===== config.mk =====
export PLATFORM = sky130hd
export DESIGN_NAME = hbg_ctrl
export DESIGN_NICKNAME = d
export VERILOG_FILES = /design/src/common/hbg_pkg.sv /design/src/hdl/hbg_phase.sv /design/src/hdl/hbg_ctrl.sv
export SDC_FILE = /design/constraint.sdc
export NUM_CORES = 1
export LEC_CHECK = 0
export BUFFER_PORTS_ARGS = -buffer_cell sky130_fd_sc_hd__buf_4
export CORE_MARGIN = 4
export CORE_UTILIZATION = 50
export DETAILED_ROUTE_END_ITERATION = 16
export PLACE_DENSITY = 0.71
export SLEW_MARGIN = 15
export SYNTH_ARGS = -nofsm -noshare
export SYNTH_HDL_FRONTEND = slang
export SYNTH_SLANG_ARGS = --single-unit

===== constraint.sdc =====
create_clock -name i_ref_clk -period 2.38 [get_ports i_ref_clk]
set_input_delay 0 -clock i_ref_clk [delete_from_list [all_inputs] [get_ports i_ref_clk]]
set_output_delay 0 -clock i_ref_clk [all_outputs]
set_load 0.005 [all_outputs]

===== src/common/hbg_pkg.sv =====
package hbg_pkg;
   // ----------------------------------------------------------------
   // Sizes
   // ----------------------------------------------------------------
   localparam int NUM_PHASES = 3;
   localparam int NUM_FETS = 2 * NUM_PHASES;
   localparam int DT_W = 7;
   localparam int TMR_W = 12;
   localparam int SYNC_W = 22;

   // ----------------------------------------------------------------
   // Timing, in ns, and derived cycle counts at the reference clock
   // ----------------------------------------------------------------
   localparam int CLK_PERIOD_NS = 4;
   localparam int DEAD_MIN_NS = 50;
   localparam int DEAD_MAX_NS = 500;
   localparam int FAULT_DELAY_NS = 200;
   localparam int STARTUP_NS = 10000;
   localparam int QUICK_RESET_NS = 10000;
   localparam logic [DT_W-1:0] DEAD_MIN_CYC =
      DT_W'((DEAD_MIN_NS + CLK_PERIOD_NS - 1) / CLK_PERIOD_NS);
   localparam logic [DT_W-1:0] DEAD_MAX_CYC = DT_W'(DEAD_MAX_NS / CLK_PERIOD_NS);
   localparam int FAULT_DELAY_CYC = FAULT_DELAY_NS / CLK_PERIOD_NS;
   localparam logic [TMR_W-1:0] STARTUP_CYC =
      TMR_W'((STARTUP_NS + CLK_PERIOD_NS - 1) / CLK_PERIOD_NS);
   localparam logic [TMR_W-1:0] QUICK_RESET_CYC = TMR_W'(QUICK_RESET_NS / CLK_PERIOD_NS);
   localparam logic [TMR_W-1:0] TMR_ONE = 12'h001;

   // ----------------------------------------------------------------
   // Enable sequencing states
   // ----------------------------------------------------------------
   typedef enum logic [1:0] {
      ST_OFF,
      ST_START,
      ST_RUN,
      ST_LOW
   } hbg_state_t;
endpackage : hbg_pkg


===== src/hdl/hbg_phase.sv =====
`timescale 1ns/1ns
module hbg_phase import hbg_pkg::*; (
   input wire logic i_ref_clk,
   input wire logic i_rstn,
   input wire logic i_enable,
   input wire logic i_want_high,
   input wire logic i_want_low,
   input wire logic [DT_W-1:0] i_dead_cyc,
   output logic o_high_gate,
   output logic o_low_gate
);
   logic gh_q, gh_d, gl_q, gl_d;
   logic [DT_W-1:0] cnt_q, cnt_d;
   logic last_high_q, last_high_d;
   wire fell_any = (gh_q & ~gh_d) | (gl_q & ~gl_d);
   wire dead_done = (cnt_q >= i_dead_cyc);

   // ----------------------------------------------------------------
   // Gate decisions
   // ----------------------------------------------------------------
   // Turn-on waits until the opposite gate is off and, unless this gate was the last to fall, the floor has run
   wire rise_hi_ok = ~gl_q & (dead_done | last_high_q);
   wire rise_lo_ok = ~gh_q & (dead_done | ~last_high_q);
   // Wants are exclusive, so both gates never rise together
   assign gh_d = i_enable & i_want_high & ~i_want_low & (gh_q | rise_hi_ok);
   assign gl_d = i_enable & i_want_low & ~i_want_high & (gl_q | rise_lo_ok);
   assign cnt_d = fell_any ? '0 : (dead_done ? cnt_q : cnt_q + DT_W'(1'b1));
   assign last_high_d = (gh_q & ~gh_d) ? 1'b1 : ((gl_q & ~gl_d) ? 1'b0 : last_high_q);

   // Gate and dead-time registers
   always_ff @(posedge i_ref_clk or negedge i_rstn) begin
      if (!i_rstn) begin
         gh_q <= 1'b0;
         gl_q <= 1'b0;
         cnt_q <= DEAD_MAX_CYC;
         last_high_q <= 1'b0;
      end else begin
         gh_q <= gh_d;
         gl_q <= gl_d;
         cnt_q <= cnt_d;
         last_high_q <= last_high_d;
      end
   end

   assign o_high_gate = gh_q;
   assign o_low_gate = gl_q;

   // ----------------------------------------------------------------
   // Checks
   // ----------------------------------------------------------------
   chk_no_overlap: assert property (@(posedge i_ref_clk) disable iff (!i_rstn)
      !(gh_q && gl_q)) else $error("both gates of one phase high");
   chk_hi_after_lo: assert property (@(posedge i_ref_clk) disable iff (!i_rstn)
      $rose(gh_q) |-> !$past(gl_q)) else $error("high gate rose while low gate on");
   chk_dead_floor: assert property (@(posedge i_ref_clk) disable iff (!i_rstn)
      $fell(gl_q) |=> !gh_q [*2]) else $error("high gate rose inside dead time");
   chk_no_extra: assert property (@(posedge i_ref_clk) disable iff (!i_rstn)
      (i_enable && i_want_high && !i_want_low && !gl_q && dead_done) |=> gh_q)
      else $error("extra delay added after dead time expired");
   chk_off_when_dis: assert property (@(posedge i_ref_clk) disable iff (!i_rstn)
      !i_enable |=> (!gh_q && !gl_q)) else $error("gate on while disabled");
endmodule : hbg_phase


===== src/hdl/hbg_ctrl.sv =====
`timescale 1ns/1ns
module hbg_ctrl import hbg_pkg::*; (
   input wire logic i_ref_clk,
   input wire logic i_rstn,
   input wire logic i_gate_enable,
   input wire logic [NUM_PHASES-1:0] i_high_side_pwm_in,
   input wire logic [NUM_PHASES-1:0] i_low_side_pwm_in,
   input wire logic i_pwm_mode_3,
   input wire logic [DT_W-1:0] i_dead_time_set_pin,
   input wire logic [NUM_FETS-1:0] i_fet_overcurrent,
   input wire logic i_supply_fault,
   input wire logic i_overtemp_warn,
   input wire logic i_fault_flag_pin_low_i,
   input wire logic i_overcurrent_warning_pin_low_i,
   output logic [NUM_PHASES-1:0] o_high_side_gate_out,
   output logic [NUM_PHASES-1:0] o_low_side_gate_out,
   output logic o_fault_flag_pin_low_o,
   output logic o_fault_flag_pin_low_oe,
   output logic o_overcurrent_warning_pin_low_o,
   output logic o_overcurrent_warning_pin_low_oe,
   output logic [NUM_FETS-1:0] o_oc_status,
   output logic o_supply_fault_status,
   output logic o_overtemp_status,
   output logic o_ready
);
   // ----------------------------------------------------------------
   // Input synchronisers
   // ----------------------------------------------------------------
   logic [SYNC_W-1:0] sync1_q, sync2_q;

   // Two flip-flops on every pin input except i_pwm_mode_3 and the pin readbacks
   always_ff @(posedge i_ref_clk or negedge i_rstn) begin
      if (!i_rstn) begin
         sync1_q <= '0;
         sync2_q <= '0;
      end else begin
         sync1_q <= {i_gate_enable, i_high_side_pwm_in, i_low_side_pwm_in,
                     i_dead_time_set_pin, i_fet_overcurrent, i_supply_fault,
                     i_overtemp_warn};
         sync2_q <= sync1_q;
      end
   end

   wire en_s;
   wire sup_s;
   wire ot_s;
   wire [NUM_PHASES-1:0] inh_s;
   wire [NUM_PHASES-1:0] inl_s;
   wire [DT_W-1:0] dtc_s;
   wire [NUM_FETS-1:0] oc_s;

   // Unpack the synchronised pins in the order they were packed
   assign {en_s, inh_s, inl_s, dtc_s, oc_s, sup_s, ot_s} = sync2_q;

   // Dead time clamped to its legal range
   wire [DT_W-1:0] dead_cyc = (dtc_s < DEAD_MIN_CYC) ? DEAD_MIN_CYC :
                              ((dtc_s > DEAD_MAX_CYC) ? DEAD_MAX_CYC : dtc_s);

   // ----------------------------------------------------------------
   // PWM mode decode
   // ----------------------------------------------------------------
   // Returns {want_high, want_low} for one phase
   function automatic logic [1:0] pwm_decode(input logic mode3, input logic inh,
                                             input logic inl);
      logic [1:0] r;
      r = mode3 ? {inh, ~inh} : {inh & ~inl, inl & ~inh};
      return r;
   endfunction : pwm_decode

   // ----------------------------------------------------------------
   // Enable sequencing
   // ----------------------------------------------------------------
   hbg_state_t state_q, state_d;
   logic [TMR_W-1:0] tmr_q, tmr_d;
   logic ready_q;

   wire start_done = (tmr_q == STARTUP_CYC - TMR_ONE);
   wire quick_over = (tmr_q == QUICK_RESET_CYC - TMR_ONE);

   // Next state: start-up wait, run, and low-pulse measurement
   always_comb begin
      state_d = state_q;
      tmr_d = tmr_q + TMR_ONE;
      case (state_q)
         ST_OFF: begin
            tmr_d = '0;
            if (en_s) begin
               state_d = ST_START;
            end
         end
         ST_START: begin
            if (!en_s) begin
               state_d = ST_OFF;
               tmr_d = '0;
            end else if (start_done) begin
               state_d = ST_RUN;
               tmr_d = '0;
            end
         end
         ST_RUN: begin
            tmr_d = '0;
            if (!en_s) begin
               state_d = ST_LOW;
            end
         end
         ST_LOW: begin
            if (en_s) begin
               state_d = ST_RUN;
               tmr_d = '0;
            end else if (quick_over) begin
               state_d = ST_OFF;
               tmr_d = '0;
            end
         end
         default: begin
            state_d = ST_OFF;
            tmr_d = '0;
         end
      endcase
   end

   // State and timer registers
   always_ff @(posedge i_ref_clk or negedge i_rstn) begin
      if (!i_rstn) begin
         state_q <= ST_OFF;
         tmr_q <= '0;
         ready_q <= 1'b0;
      end else begin
         state_q <= state_d;
         tmr_q <= tmr_d;
         ready_q <= (state_d == ST_RUN);
      end
   end

   // ----------------------------------------------------------------
   // Fault capture
   // ----------------------------------------------------------------
   logic [NUM_FETS-1:0] oc_q;
   logic sup_q, ot_q, fault_pin_q, warn_pin_q;
   logic [NUM_PHASES-1:0] gh, gl;
   logic [NUM_FETS-1:0] fet_on;

   // Faults clear while enable is low; a new event wins over the clear
   wire clear_faults = (state_q == ST_LOW) || (state_q == ST_OFF);
   wire [NUM_FETS-1:0] oc_set = oc_s & fet_on;
   wire [NUM_FETS-1:0] oc_d = oc_set | (clear_faults ? '0 : oc_q);
   wire sup_d = sup_s | (~clear_faults & sup_q);
   wire ot_d = ot_s | (~clear_faults & ot_q);
   wire shut_now = (|oc_q) | sup_q;
   wire drive_en = (state_q == ST_RUN) & ~shut_now;

   // Latched status and open-drain pin enables
   always_ff @(posedge i_ref_clk or negedge i_rstn) begin
      if (!i_rstn) begin
         oc_q <= '0;
         sup_q <= 1'b0;
         ot_q <= 1'b0;
         fault_pin_q <= 1'b0;
         warn_pin_q <= 1'b0;
      end else begin
         oc_q <= oc_d;
         sup_q <= sup_d;
         ot_q <= ot_d;
         fault_pin_q <= (|oc_d) | sup_d;
         warn_pin_q <= (|oc_d) | ot_d;
      end
   end

   // ----------------------------------------------------------------
   // Half-bridge drivers
   // ----------------------------------------------------------------
   genvar p;
   generate
      for (p = 0; p < NUM_PHASES; p++) begin : g_phase
         wire [1:0] want = pwm_decode(i_pwm_mode_3, inh_s[p], inl_s[p]);
         assign fet_on[2*p] = gh[p];
         assign fet_on[2*p+1] = gl[p];
         hbg_phase u_phase (
            .i_ref_clk(i_ref_clk),
            .i_rstn(i_rstn),
            .i_enable(drive_en),
            .i_want_high(want[1]),
            .i_want_low(want[0]),
            .i_dead_cyc(dead_cyc),
            .o_high_gate(gh[p]),
            .o_low_gate(gl[p])
         );
      end
   endgenerate

   // ----------------------------------------------------------------
   // Outputs
   // ----------------------------------------------------------------
   assign o_high_side_gate_out = gh;
   assign o_low_side_gate_out = gl;
   assign o_fault_flag_pin_low_o = 1'b0; // Open drain only pulls low
   assign o_fault_flag_pin_low_oe = fault_pin_q;
   assign o_overcurrent_warning_pin_low_o = 1'b0;
   assign o_overcurrent_warning_pin_low_oe = warn_pin_q;
   assign o_oc_status = oc_q;
   assign o_supply_fault_status = sup_q;
   assign o_overtemp_status = ot_q;
   assign o_ready = ready_q;

   // ----------------------------------------------------------------
   // Checks
   // ----------------------------------------------------------------
   localparam int LIMIT_CYC = 50;

   chk_gates_low: assert property (@(posedge i_ref_clk) disable iff (!i_rstn)
      $rose(sup_s) |-> ##[1:LIMIT_CYC] (gh == '0 && gl == '0))
      else $error("gates not low after error event");
   chk_fault_pin: assert property (@(posedge i_ref_clk) disable iff (!i_rstn)
      $rose(sup_s) |-> ##[1:LIMIT_CYC] o_fault_flag_pin_low_oe)
      else $error("fault pin late after error event");
   chk_warn_pin: assert property (@(posedge i_ref_clk) disable iff (!i_rstn)
      (|oc_q) |-> (o_overcurrent_warning_pin_low_oe && o_fault_flag_pin_low_oe))
      else $error("overcurrent not on both pins");
   chk_oc_latch: assert property (@(posedge i_ref_clk) disable iff (!i_rstn)
      ((|oc_q) && !clear_faults) |=> ((oc_q & $past(oc_q)) == $past(oc_q)))
      else $error("overcurrent status lost");
   chk_startup_wait: assert property (@(posedge i_ref_clk) disable iff (!i_rstn)
      (state_q == ST_START && state_d == ST_RUN) |-> (tmr_q == STARTUP_CYC - TMR_ONE))
      else $error("run entered before start-up time");
   chk_quick_reset: assert property (@(posedge i_ref_clk) disable iff (!i_rstn)
      (state_q == ST_LOW && en_s && oc_s == '0 && !sup_s) |=> (state_q == ST_RUN && !sup_q))
      else $error("quick reset did not restore run");
   chk_shutdown_hold: assert property (@(posedge i_ref_clk) disable iff (!i_rstn)
      shut_now |=> ##1 (gh == '0 && gl == '0)) else $error("gate on during shutdown");
   chk_mode3_comp: assert property (@(posedge i_ref_clk) disable iff (!i_rstn)
      (i_pwm_mode_3 && drive_en) |-> (g_phase[0].want[1] != g_phase[0].want[0]))
      else $error("three-input mode not complementary");
endmodule : hbg_ctrl


==> metrics.txt <==
placer congestion estimate=0.8501; PD cells=959.4 nW/um^2; Area Growth Syn to Fin=26.95%; FMAX=411.1 MHz; Routed WL=8114 um; Critical Path Fanout Max=4; VDD IR max=0.0007071 V; GRT Util Overall=0.1730; Hold Vio Cnt, Final=0; CTS Buffer Depth=2; site row count=33; final max-slew violation count=0; Final Worst Setup Slack=-0.05255 ns; RR Startpoint=sync2_q[14]$_DFF_PN0_; Worst Tran Pin Value=0.5911 ns; leakage power=2.518 nW; commonest non-fill, non-tap cell in the layout=dfrtp_1; layout cells sized above 1=0.2842; fillers=607; R2R setup slack=-0.05 ns; fin nets=509; Post-Layout Cell Count=566; TritonCTS clock tree=yes; clk slew on worst S/H paths=0.11 ns; dpl cells=518; endpoints failing setup=4; worst setup path class=flop to flop; detailed placer's ending HPWL=5424 um; post-route ant nets=0; Synth top area share=0.4700; WP data required=2.65 ns; Clk Latency, worst-skew pair=0.37 ns; status=finished with violations; Worst Hold Class=input port to asynchronous set/reset pin; Mean Syn Cell Area=11.59 um^2; cts bufs inserted=9; Slew Limit Headroom=0.6059; Via density=5.219; Synth area leaders=dfrtp_1 (47%), dfstp_2 (11%), ha_1 (7.5%); H-tree depth=3; TNS Setup=-0.08253 ns; die area=10180 um^2; Die Y-Extent=100.9 um; min Tclk post-route=2.433 ns; wire length per cell=14.34 um; fin crit share=1.022; die width=100.9 um; Mapped Area=4313 um^2; Core ar.=8299 um^2; GR Overflow Total=0; initial antenna violation count=0; Root Driver=clkbuf_8; worst flop-to-flop path endpoint=g_phase[0].u_phase.o_low_gate$_DFF_PN0_; hold slack=0.1575 ns; unrepaired setup endpoints after global routing=yes; IO Pins=46; most frequent cells in the layout=dfrtp_1 (81), buf_4 (55), nor2_1 (35), ha_1 (24), dlygate4sd3_1 (24); Residual DRC=0; cell taking the most area after synthesis=dfrtp_1; asr flop ratio synth=1.000; number of flops mapped to enable cells by yosys=0; initial DRC count=75; CP endpoint kind=flop; Yosys Warn Count=0; first-pass GRT wire length=13800 um; ys flop type=dfrtp_1; worst reg2reg path depth=12; failing checks=negative setup slack; startpoint types=flop; synthesized flop and latch total=99; sequential area share after synthesis=0.5796; final instance area=5475 um^2; Placed Area=4772 um^2; Initial Util=0.5197; Antenna Cells=0; critical path arrival=2.70 ns; Pre-Repair DR Iteration Count=4; vias in the first global route=2943; largest net degree at the start of global routing=52; Sink Count=99; skew final=0.01536 ns; max_cap viols=0; dpl ws=-0.1031 ns; post-synth cell types=49; cell count after synthesis=372; Vias=2954; Port Buf Inserts=41
[critical path, stage by stage, from the launching register on]
cell and delay (ns):
dfrtp_1 0.44, nor3_4 0.25, nand2_1 0.08, o211ai_1 0.10, buf_4 0.17, ha_1 0.22, nand2_1 0.07, o21ai_1 0.07
maj3_2 0.35, a21boi_4 0.24, buf_12 0.14, a21oi_2 0.05, o21ba_1 0.17
[kinds of logic after synthesis]
group / count (synthesis) / synth area share
AO/OA/AOI/OAI: 63 / 0.1030
AND/OR/NAND/NOR: 128 / 0.1509
other: 1 / 0.0008695
buffers and inverters: 26 / 0.02959
multiplexers: 2 / 0.004642
XOR/XNOR: 25 / 0.05077
flip-flops: 99 / 0.5796
adder cells (fa/ha/maj): 28 / 0.08065
[routing by layer]
metal	up-vias	track usage	wire [um]
li1	1456	-	-
met1	1437	0.2258	3671
met2	46	0.2871	4082
met3	15	0.03945	231
met4	0	0.05492	130
met5	-	0	0
[synthesized netlist by cell type (2+ instances only)]
master    instances
nand2b_1          7
mux2i_1           2
and3_1           11
and4_1            2
o21bai_1          2
nand3_1          19
o32ai_1           2
and2_1            4
maj3_2            2
nor4_1            3
a21o_1            7
o21ai_0           7
nor2_1           36
nor3b_1           2
a21oi_1          22
dfstp_2          18
clkbuf_1          3
buf_4             8
xor2_1           11
inv_1            15
xnor2_1          14
nand4_1           8
nand2_1          24
a22o_1            6
dfrtp_1          81
or3_1             3
nor4b_1           3
nor2b_1           3
ha_1             26
o211ai_1          2
[worst max-delay path by stage]
stage / from / slack (ns) / cells past startpoint / end
after floorplan: sync2_q[14]$_DFF_PN0_ / 0.02 / 10 / g_phase[1].u_phase.o_high_gate$_DFF_PN0_
after global placement: sync2_q[14]$_DFF_PN0_ / 0.01 / 10 / g_phase[0].u_phase.o_low_gate$_DFF_PN0_
after detailed placement: sync2_q[14]$_DFF_PN0_ / -0.10 / 11 / g_phase[0].u_phase.cnt_q[1]$_DFFE_PN0P_
after CTS: sync2_q[12]$_DFF_PN0_ / -0.03 / 12 / g_phase[0].u_phase.o_low_gate$_DFF_PN0_
after global routing: sync2_q[14]$_DFF_PN0_ / -0.17 / 12 / g_phase[1].u_phase.cnt_q[5]$_DFFE_PN1P_
final: sync2_q[14]$_DFF_PN0_ / -0.05 / 12 / g_phase[0].u_phase.o_low_gate$_DFF_PN0_
[state kept, by name, indices dropped and copies added, names as in the netlist]
name                              count
sync1_q                              22
o_ready                               1
state_q                               2
o_supply_fault_status                 1
g_phase.u_phase.last_high_q           3
o_fault_flag_pin_low_oe               1
o_oc_status                           6
g_phase.u_phase.o_low_gate            3
g_phase.u_phase.cnt_q                21
g_phase.u_phase.o_high_gate           3
o_overcurrent_warning_pin_low_oe      1
tmr_q                                12
sync2_q                              22
o_overtemp_status                     1
[cell type report]
type / count / area, um^2 / share of cell area
flip-flops and latches: 99 / 2500 / 0.4566
multi-input cells: 248 / 1852 / 0.3382
clock buffers: 9 / 123.9 / 0.02262
clock inverters: 7 / 96.34 / 0.01760
inverters: 15 / 56.30 / 0.01028
repair buffers: 83 / 715.7 / 0.1307
well taps: 105 / 131.4 / 0.02399
[per-stage QoR]
| step | util | total power [mW] |
|---|---|---|
| final | 0.6597 | 5.253 |
| after global routing | 0.6597 | 5.626 |
| after CTS | 0.6403 | 5.095 |
| after detailed placement | 0.5750 | 3.793 |
| after global placement | 0.5750 | 3.709 |
| after floorplan | - | 3.331 |
[what timing repair did]
| action | 4_1_cts | 5_1_grt |
|---|---|---|
| endpoints found under the hold margin | 68 | 0 |
| pin swaps | 13 | 19 |
| gates resized for setup | 8 | 29 |
| setup endpoints to repair | 11 | 27 |
| hold buffers | 24 | 0 |
| cloned | 0 | 0 |
| buffers inserted | 5 | 3 |
[power by group]
group	internal (mW)	switching [mW]	leakage [nW]	total [mW]
clock network	0.439	0.679	0.109	1.12
registers	2.07	0.294	1.20	2.36
logic	0.881	0.892	1.21	1.77
No activity file was read; power rests on OpenSTA's default activity.
